File: config.mk
export PLATFORM = sky130hd
export DESIGN_NAME = afp_core
export DESIGN_NICKNAME = d
export VERILOG_FILES = /design/src/design/afp_pkg.sv /design/src/design/afp_flag_eval.sv /design/src/design/afp_core.sv
export SDC_FILE = /design/constraint.sdc
export NUM_CORES = 1
export LEC_CHECK = 0
export ABC_CLOCK_PERIOD_IN_PS = 5740
export BUFFER_PORTS_ARGS = -buffer_cell sky130_fd_sc_hd__buf_2
export CORE_ASPECT_RATIO = 0.9
export CORE_MARGIN = 5
export CORE_UTILIZATION = 28
export DETAILED_ROUTE_END_ITERATION = 10
export HOLD_SLACK_MARGIN = 0.03
export SLEW_MARGIN = 5
export SYNTH_ARGS = -nofsm -noshare
export SYNTH_HDL_FRONTEND = slang
export SYNTH_SLANG_ARGS = --single-unit
File: constraint.sdc
create_clock -name hclk -period 5.74 [get_ports hclk]
set_clock_uncertainty 0.1 [all_clocks]
set_input_delay 1.148 -clock hclk [delete_from_list [all_inputs] [get_ports hclk]]
set_output_delay 1.148 -clock hclk [all_outputs]
set_load 0.005 [all_outputs]
File: src/design/afp_pkg.sv
package afp_pkg;
	// ****************************************
	// widths and positions
	// ****************************************
	localparam int          DATA_W      = 8;
	localparam int          PC_W        = 12;
	localparam int          PCL_W       = 8;
	localparam int          PCH_W       = 4;
	localparam int          BUS_W       = 32;
	localparam int          IDX_LSB     = 2;
	localparam int          IDX_W       = 8;
	localparam int          FLG_Z_BIT   = 0;
	localparam int          FLG_DC_BIT  = 1;
	localparam int          FLG_C_BIT   = 2;
	localparam int          FLG_RL_BIT  = 6;
	localparam int          FLG_RH_BIT  = 7;

	// ****************************************
	// register indices, byte address = index * 4
	// ****************************************
	localparam logic [7:0]  IDX_FLAGS   = 8'h86;
	localparam logic [7:0]  IDX_PCL     = 8'hCE;
	localparam logic [7:0]  IDX_PCH     = 8'hCF;
	localparam int          ADDR_HI_LSB = IDX_LSB + IDX_W;

	// ****************************************
	// values
	// ****************************************
	localparam logic [11:0] PC_RESET    = 12'h000;
	localparam logic [11:0] PC_STEP     = 12'h001;
	localparam logic [11:0] PC_SKIP     = 12'h002;
	localparam logic [3:0]  PCH_STEP    = 4'h1;
	localparam logic [7:0]  BYTE_ONE    = 8'h01;
	localparam logic [7:0]  BYTE_ZERO   = 8'h00;
	localparam logic [1:0]  CAUSE_WDT   = 2'h0;
	localparam logic [1:0]  CAUSE_RSVD  = 2'h1;
	localparam logic [1:0]  CAUSE_LVD   = 2'h2;
	localparam logic [1:0]  CAUSE_PIN   = 2'h3;
	localparam logic [1:0]  HTRANS_NSEQ = 2'h2;

	// ****************************************
	// operations from instruction decode
	// ****************************************
	typedef enum logic [3:0] {
		OP_STEP  = 4'h0,
		OP_ALU   = 4'h1,
		OP_JUMP  = 4'h2,
		OP_CMPS  = 4'h3,
		OP_INC_TO_ACC_SKIP  = 4'h4,
		OP_DEC_TO_ACC_SKIP  = 4'h5,
		OP_BITS  = 4'h6,
		OP_XCH   = 4'h7,
		OP_PCADD = 4'h8,
		OP_PCSUB = 4'h9,
		OP_PCMOV = 4'hA,
		OP_PUSH  = 4'hB,
		OP_POP   = 4'hC,
		OP_IRQ   = 4'hD
	} afp_op_t;

	typedef enum logic [2:0] {
		CL_ADD   = 3'h0,
		CL_SUB   = 3'h1,
		CL_CMP   = 3'h2,
		CL_RRC   = 3'h3,
		CL_RLC   = 3'h4,
		CL_LOGIC = 3'h5
	} afp_class_t;

	typedef struct packed {
		logic [11:0] pc;
		logic [7:0]  acc;
		logic        c;
		logic        dc;
		logic        z;
		logic [1:0]  cause;
		logic        caught;
		logic [31:0] rdata;
		logic        wr_pend;
		logic [7:0]  wr_idx;
		logic [7:0]  mem_wdata;
		logic        mem_we;
		logic        skip;
	} afp_state_t;
endpackage

File: src/design/afp_flag_eval.sv
`timescale 1ns/1ps
`default_nettype none
module afp_flag_eval import afp_pkg::*; (
	input  wire afp_class_t  op_class,
	input  wire logic [7:0]  a,
	input  wire logic [7:0]  b,
	input  wire logic        cin,
	input  wire logic        use_cin,
	output logic      [7:0]  res,
	output logic             c,
	output logic             dc,
	output logic             upd_c,
	output logic             upd_dc,
	output logic             z
);
	logic [8:0] wide;
	logic [4:0] nib;
	logic       ci;

	always_comb begin
		ci     = use_cin & cin;
		wide   = '0;
		nib    = '0;
		res    = b;
		c      = 1'b0;
		dc     = 1'b0;
		upd_c  = 1'b1;
		upd_dc = 1'b1;
		unique case (op_class)
			CL_ADD: begin
				wide = {1'b0, a} + {1'b0, b} + {8'h00, ci};
				nib  = {1'b0, a[3:0]} + {1'b0, b[3:0]} + {4'h0, ci};
			end
			CL_SUB, CL_CMP: begin
				// carry set means no borrow
				wide = {1'b0, a} + {1'b0, ~b} + {8'h00, ~(use_cin & ~cin)};
				nib  = {1'b0, a[3:0]} + {1'b0, ~b[3:0]}
					+ {4'h0, ~(use_cin & ~cin)};
			end
			default: ;
		endcase
		unique case (op_class)
			CL_ADD, CL_SUB, CL_CMP: begin
				res = wide[7:0];
				c   = wide[8];
				dc  = nib[4];
			end
			CL_RRC: begin
				res    = {ci, b[7:1]};
				c      = b[0];
				upd_dc = 1'b0;
			end
			CL_RLC: begin
				res    = {b[6:0], ci};
				c      = b[7];
				upd_dc = 1'b0;
			end
			default: begin
				upd_c  = 1'b0;
				upd_dc = 1'b0;
			end
		endcase
		z = (res == BYTE_ZERO);
	end
endmodule
`default_nettype wire

File: src/design/afp_core.sv
`timescale 1ns/1ps
`default_nettype none
// Function
// - 8-bit accumulator; add and subtract operations update Z, C, DC
// - accumulator is not a memory location
// - interrupt entry saves neither accumulator nor flags
// - push/pop covers flags, not accumulator
// - exchange with memory leaves flags unchanged
// - flag bits 7:6 hold last reset cause
// - carry at bit 2 per arithmetic rule
// - nibble carry at bit 1 per nibble rule
// - zero flag at bit 0 tracks result
// - 12-bit program counter gives fetch address
// - counter advances by one per instruction
// - jump or call loads full destination
// - true skip condition advances counter by two
// - compare skips when accumulator equals operand, or operand plus one with op_use_carry set and carry clear
// - increment skips on wrap to zero
// - decrement skips on one to zero
// - bit test skips when polarity matches
// - low byte add overflow bumps high byte
// - low byte subtract borrow keeps high byte
// - low byte move stays in current page
module afp_core import afp_pkg::*; (
	input  wire logic        hclk,
	input  wire logic        hresetn,
	input  wire logic        hsel,
	input  wire logic [31:0] haddr,
	input  wire logic [1:0]  htrans,
	input  wire logic        hwrite,
	input  wire logic [2:0]  hsize,
	input  wire logic [31:0] hwdata,
	input  wire logic        hready,
	output logic      [31:0] hrdata,
	output logic             hreadyout,
	output logic             hresp,
	input  wire logic [1:0]  reset_cause_in,
	input  wire logic        op_valid,
	input  wire afp_op_t     op_code,
	input  wire afp_class_t  op_class,
	input  wire logic        op_dest_acc,
	input  wire logic        op_use_carry,
	input  wire logic [7:0]  op_operand,
	input  wire logic [2:0]  op_bit_sel,
	input  wire logic        op_bit_pol,
	input  wire logic [11:0] op_target,
	output logic      [11:0] fetch_addr,
	output logic      [7:0]  accumulator_reg,
	output logic      [7:0]  program_status_flags,
	output logic      [7:0]  mem_wdata,
	output logic             mem_we,
	output logic             skip_taken
);
	// ****************************************
	// state and helpers
	// ****************************************
	afp_state_t state;
	afp_state_t next_state;
	logic       addr_ph;
	logic [7:0] addr_idx;
	logic       on_pc;
	afp_class_t ev_class;
	logic [7:0] ev_a;
	logic [7:0] ev_b;
	logic [7:0] ev_res;
	logic       ev_c;
	logic       ev_dc;
	logic       ev_uc;
	logic       ev_udc;
	logic       ev_z;
	logic [7:0] inc_val;
	logic [7:0] dec_val;
	logic       bit_hit;

	function automatic logic [7:0] flags_byte(input afp_state_t st);
		logic [7:0] f;
		f              = '0;
		f[FLG_Z_BIT]   = st.z;
		f[FLG_DC_BIT]  = st.dc;
		f[FLG_C_BIT]   = st.c;
		f[FLG_RL_BIT]  = st.cause[0];
		f[FLG_RH_BIT]  = st.cause[1];
		return f;
	endfunction

	function automatic logic reg_hit(input logic [7:0] idx);
		// accumulator has no index here
		return (idx == IDX_FLAGS) || (idx == IDX_PCL)
			|| (idx == IDX_PCH);
	endfunction

	function automatic logic [31:0] reg_read(input afp_state_t st,
		input logic [7:0] idx);
		logic [31:0] v;
		v = '0;
		if (reg_hit(idx)) begin
			if (idx == IDX_FLAGS) begin
				v[7:0] = flags_byte(st);
			end else if (idx == IDX_PCL) begin
				v[7:0] = st.pc[PCL_W-1:0];
			end else begin
				v[3:0] = st.pc[PC_W-1:PCL_W];
			end
		end
		return v;
	endfunction

	// ****************************************
	// bus address phase
	// ****************************************
	assign addr_ph  = hsel && hready && (htrans == HTRANS_NSEQ)
		&& (haddr[31:ADDR_HI_LSB] == '0);
	assign addr_idx = haddr[ADDR_HI_LSB-1:IDX_LSB];

	// ****************************************
	// flag evaluation
	// ****************************************
	assign on_pc    = op_valid
		&& ((op_code == OP_PCADD) || (op_code == OP_PCSUB));
	assign ev_a     = on_pc ? state.pc[PCL_W-1:0] : state.acc;
	assign ev_b     = on_pc ? state.acc : op_operand;
	assign inc_val  = op_operand + BYTE_ONE;
	assign dec_val  = op_operand - BYTE_ONE;
	assign bit_hit  = (op_operand[op_bit_sel] == op_bit_pol);

	always_comb begin
		ev_class = op_class;
		if (op_code == OP_PCADD) begin
			ev_class = CL_ADD;
		end else if (op_code == OP_PCSUB) begin
			ev_class = CL_SUB;
		end else if (op_code == OP_CMPS) begin
			ev_class = CL_CMP;
		end
	end

	afp_flag_eval u_eval (
		.op_class (ev_class),
		.a        (ev_a),
		.b        (ev_b),
		.cin      (state.c),
		.use_cin  (op_use_carry),
		.res      (ev_res),
		.c        (ev_c),
		.dc       (ev_dc),
		.upd_c    (ev_uc),
		.upd_dc   (ev_udc),
		.z        (ev_z)
	);

	// ****************************************
	// next state
	// ****************************************
	always_comb begin
		next_state        = state;
		next_state.mem_we = 1'b0;
		next_state.skip   = 1'b0;
		if (!state.caught) begin
			next_state.cause  = reset_cause_in;
			next_state.caught = 1'b1;
		end
		if (op_valid) begin
			next_state.pc = state.pc + PC_STEP;
			unique case (op_code)
				OP_STEP: ;
				OP_ALU: begin
					if (ev_uc) next_state.c = ev_c;
					if (ev_udc) next_state.dc = ev_dc;
					next_state.z = ev_z;
					if (op_class != CL_CMP) begin
						if (op_dest_acc) begin
							next_state.acc = ev_res;
						end else begin
							next_state.mem_wdata = ev_res;
							next_state.mem_we    = 1'b1;
						end
					end
				end
				OP_JUMP, OP_IRQ: begin
					// no hardware save of acc or flags
					next_state.pc = op_target;
				end
				OP_CMPS: begin
					next_state.c = ev_c;
					next_state.z = ev_z;
					if (ev_z) begin
						next_state.pc   = state.pc + PC_SKIP;
						next_state.skip = 1'b1;
					end
				end
				OP_INC_TO_ACC_SKIP, OP_DEC_TO_ACC_SKIP: begin
					if (op_code == OP_INC_TO_ACC_SKIP) begin
						next_state.mem_wdata = inc_val;
					end else begin
						next_state.mem_wdata = dec_val;
					end
					if (op_dest_acc) begin
						next_state.acc = next_state.mem_wdata;
					end else begin
						next_state.mem_we = 1'b1;
					end
					if ((op_code == OP_INC_TO_ACC_SKIP && inc_val == BYTE_ZERO)
						|| (op_code == OP_DEC_TO_ACC_SKIP && dec_val == BYTE_ZERO)) begin
						next_state.pc   = state.pc + PC_SKIP;
						next_state.skip = 1'b1;
					end
				end
				OP_BITS: begin
					if (bit_hit) begin
						next_state.pc   = state.pc + PC_SKIP;
						next_state.skip = 1'b1;
					end
				end
				OP_XCH: begin
					next_state.acc       = op_operand;
					next_state.mem_wdata = state.acc;
					next_state.mem_we    = 1'b1;
				end
				OP_PCADD, OP_PCSUB: begin
					next_state.c = ev_c;
					next_state.dc = ev_dc;
					next_state.z = ev_z;
					next_state.pc[PCL_W-1:0] = ev_res;
					if (op_code == OP_PCADD && ev_c) begin
						next_state.pc[PC_W-1:PCL_W] =
							state.pc[PC_W-1:PCL_W] + PCH_STEP;
					end else begin
						next_state.pc[PC_W-1:PCL_W] =
							state.pc[PC_W-1:PCL_W];
					end
				end
				OP_PCMOV: begin
					next_state.pc = {state.pc[PC_W-1:PCL_W], op_operand};
				end
				OP_PUSH: begin
					// flags go out, accumulator stays software's job
					next_state.mem_wdata = flags_byte(state);
					next_state.mem_we    = 1'b1;
				end
				OP_POP: begin
					next_state.z     = op_operand[FLG_Z_BIT];
					next_state.dc    = op_operand[FLG_DC_BIT];
					next_state.c     = op_operand[FLG_C_BIT];
					next_state.cause = {op_operand[FLG_RH_BIT],
						op_operand[FLG_RL_BIT]};
				end
				default: ;
			endcase
		end
		// bus data phase write, applied last
		if (state.wr_pend) begin
			if (state.wr_idx == IDX_FLAGS) begin
				next_state.z     = hwdata[FLG_Z_BIT];
				next_state.dc    = hwdata[FLG_DC_BIT];
				next_state.c     = hwdata[FLG_C_BIT];
				next_state.cause = {hwdata[FLG_RH_BIT], hwdata[FLG_RL_BIT]};
			end else if (state.wr_idx == IDX_PCL) begin
				next_state.pc[PCL_W-1:0] = hwdata[PCL_W-1:0];
			end else if (state.wr_idx == IDX_PCH) begin
				next_state.pc[PC_W-1:PCL_W] = hwdata[PCH_W-1:0];
			end
		end
		next_state.wr_pend = addr_ph && hwrite && reg_hit(addr_idx);
		next_state.wr_idx  = addr_idx;
		if (addr_ph && !hwrite) begin
			next_state.rdata = reg_read(next_state, addr_idx);
		end
	end

	always_ff @(posedge hclk or negedge hresetn) begin
		if (!hresetn) begin
			state        <= '0;
			state.pc     <= PC_RESET;
			state.cause  <= CAUSE_PIN;
		end else begin
			state <= next_state;
		end
	end

	// ****************************************
	// outputs
	// ****************************************
	assign hrdata               = state.rdata;
	assign hreadyout            = 1'b1;
	assign hresp                = 1'b0;
	assign fetch_addr           = state.pc;
	assign accumulator_reg      = state.acc;
	assign program_status_flags = flags_byte(state);
	assign mem_wdata            = state.mem_wdata;
	assign mem_we               = state.mem_we;
	assign skip_taken           = state.skip;
endmodule
`default_nettype wire

==> metrics.txt <==
antenna diode count 0; setup repair bufs after CTS 0; number of synthesized register bits 53; Seq/Total Area, Yosys 0.193; Die Y approximately 160 µm; htree depth 2; post-layout min period around 5.5 ns; WS Path Type in2reg; ys async rst share 1.00; via/cell ratio 5.71; Placed Instances 1,316; largest net degree at the start of global routing 54; clock transition at the registers of the reported paths ~0.070 ns; die width about 180 µm; CP max FO 16; hpwl dp 21,200 µm; Cell Count, Final, Fillers Out 1,324; Clock Latency Late Sink approximately 0.3 ns; RD Place Congestion between 0.9 and 1; initial antenna violation count 0; final max-slew violation count 0; # port buffers 123; Mean Syn Cell Area about 7.3 µm²; post-synthesis cell type count 87; Starting Density 0.284; Boundary Pins 182; area of the core 24,300 µm²; DIE AREA approximately 28,000 µm²; number of flops mapped to enable cells by yosys 0; post-synth top area share 0.185; vias in the first global route a little over 7k; area grow syn2layout 10.6%; post-CTS sizing 0; leakage power around 3.3 nW; most frequent cells after synthesis nand2_1 (125), nor2_1 (86), buf_4 (74); relative slew slack 0.288; ranking of synthesized cells by area dfrtp_1 (19%), buf_4 (8.1%), nand2_1 (6.8%); maximum VDD drop ~0.13 mV; Yosys top cell by area dfrtp_1; post-synthesis cell count 951; share of cells above drive strength 1 0.191; Sink Count 53; element type at the critical path end register; startpoint types input port; first-pass GRT wire length 41,800 µm; Final setup viols 0; status completed; drt wl/cell ~20 µm; routed via count about 7.6k; crit path DAT between 5 and 6 ns; P per Cell Area 250 nW/µm²; Pre-Repair DR Iteration Count 5; maxcap violations 0; Worst-Margin Slew about 1.1 ns; Most used DFF post-synth dfrtp_1; Total Routing Usage GR 0.185; First DRT Iteration DRCs approximately 800; Fmax approximately 180 MHz; max FFs per register 12; CTS Buffer Depth 2; most common cell in the netlist nand2_1; Post-DRT Antenna Nets 0; synth warn 0; CTS tree done; synthesized area around 7000 µm²; hold crit path type reg2reg; worst hold slack between 0.3 and 0.4 ns; cts hold-fix bufs 0; Post-route DRC 0; Num CTS Buffers 5; # rows between 50 and 60; RSZ-0062 raised after global routing no; root buffer cell clkbuf_16; CP Data Required Time between 5 and 6 ns; Hold Fails Final Rpt 0; final worst path period share 0.966; Layout Nets roughly 1.2k; grt total ovfl 0; DRT Wirelength between 20,000 and 30,000 µm
## metal layers
layer / routed length (µm) / global-route usage / vias up / share of wire
met5: 0 / 0 / - / 0
met4: 898 / 0.0617 / 0 / 0.033
met3: 2500 / 0.0300 / 61 / 0.092
met2: 12000 / 0.288 / 415 / 0.44
met1: 11800 / 0.261 / 3567 / 0.43
li1: - / - / 3513 / -
## cells in the final DEF (no fill, tap or decap), drive strengths merged, types with 15 or more instances in the layout
master / count
a21oi: 60
a221oi: 23
nor2: 88
nand3: 21
nor3: 25
inv: 33
o21ai: 73
conb: 30
dfrtp: 51
buf: 158
ha: 22
nand2: 125
xor2: 15
xnor2: 18
## final timing paths
| check | slack, ns | cells after the start | startpoint | end |
|---|---|---|---|---|
| setup / recovery | 0.20 | 18 | op_valid | hrdata[2] |
| hold / removal | 0.37 | 2 | mem_wdata[7] | mem_wdata[7] |
| setup reg to reg | 1.12 | 16 | program_status_flags[2] | hrdata[2] |
| hold reg to reg | 0.37 | 2 | mem_wdata[7] | mem_wdata[7] |
| max in group asynchronous | 4.21 | 2 | hresetn | accumulator_reg[6] |
| min in group asynchronous | 0.87 | 2 | hresetn | state[15] |
## stage by stage
stage / worst slack (ns) / setup TNS [ns] / instance area, µm² / utilization / total power, mW
floorplan: 0.351 / 0 / 7000 / - / 1.26
global route: 0.0112 / 0 / 7620 / 0.314 / 2.04
CTS: 0.298 / 0 / 7620 / 0.314 / 1.90
finish: 0.195 / 0 / 7620 / 0.314 / 1.90
global placement: 0.0144 / 0 / 7480 / 0.308 / 1.57
detailed placement: -0.0135 / -0.0135 / 7480 / 0.308 / 1.58
## worst max-delay path, stage by stage
cell       delay (ns)
buf_2            0.15
and4bb_1         0.30
buf_4            0.28
mux2_2           0.41
ha_1             0.42
nor2b_1          0.19
o31ai_1          0.32
xnor2_1          0.11
a22oi_1          0.28
a2bb2oi_1        0.17
nor4_4           0.26
buf_4            0.18
nand4_1          0.13
a2111oi_1        0.59
buf_4            0.21
o21ai_0          0.08
nor3b_1          0.29
o31ai_1          0.10
## report_power, final
group          switching [mW]  internal, mW
Clock                   0.149         0.163
Sequential              0.114         0.432
Combinational           0.627         0.420
Total                   0.890          1.01
## cell families (layout without fill, tap and decap cells)
family	count (synthesis)	in the layout	synth area share
simple gates	357	357	0.251
compound gates	298	298	0.297
flops	53	53	0.193
other cells	2	30	0.00109
fa+ha+maj	25	25	0.0486
buf+inv	162	199	0.132
mux	21	21	0.0356
xor+xnor	33	33	0.0419
## cell type report
| class | count | area, µm² |
|---|---|---|
| fill | 2656 | 16600 |
| multi-input combinational | 764 | 4760 |
| sequential | 53 | 1330 |
| timing repair buffer | 158 | 878 |
| tap | 308 | 385 |
| clock buffer | 6 | 129 |
| inverter | 33 | 124 |
| clock inverter | 2 | 13.8 |
Note: power is estimated with default switching activity, not from simulation.
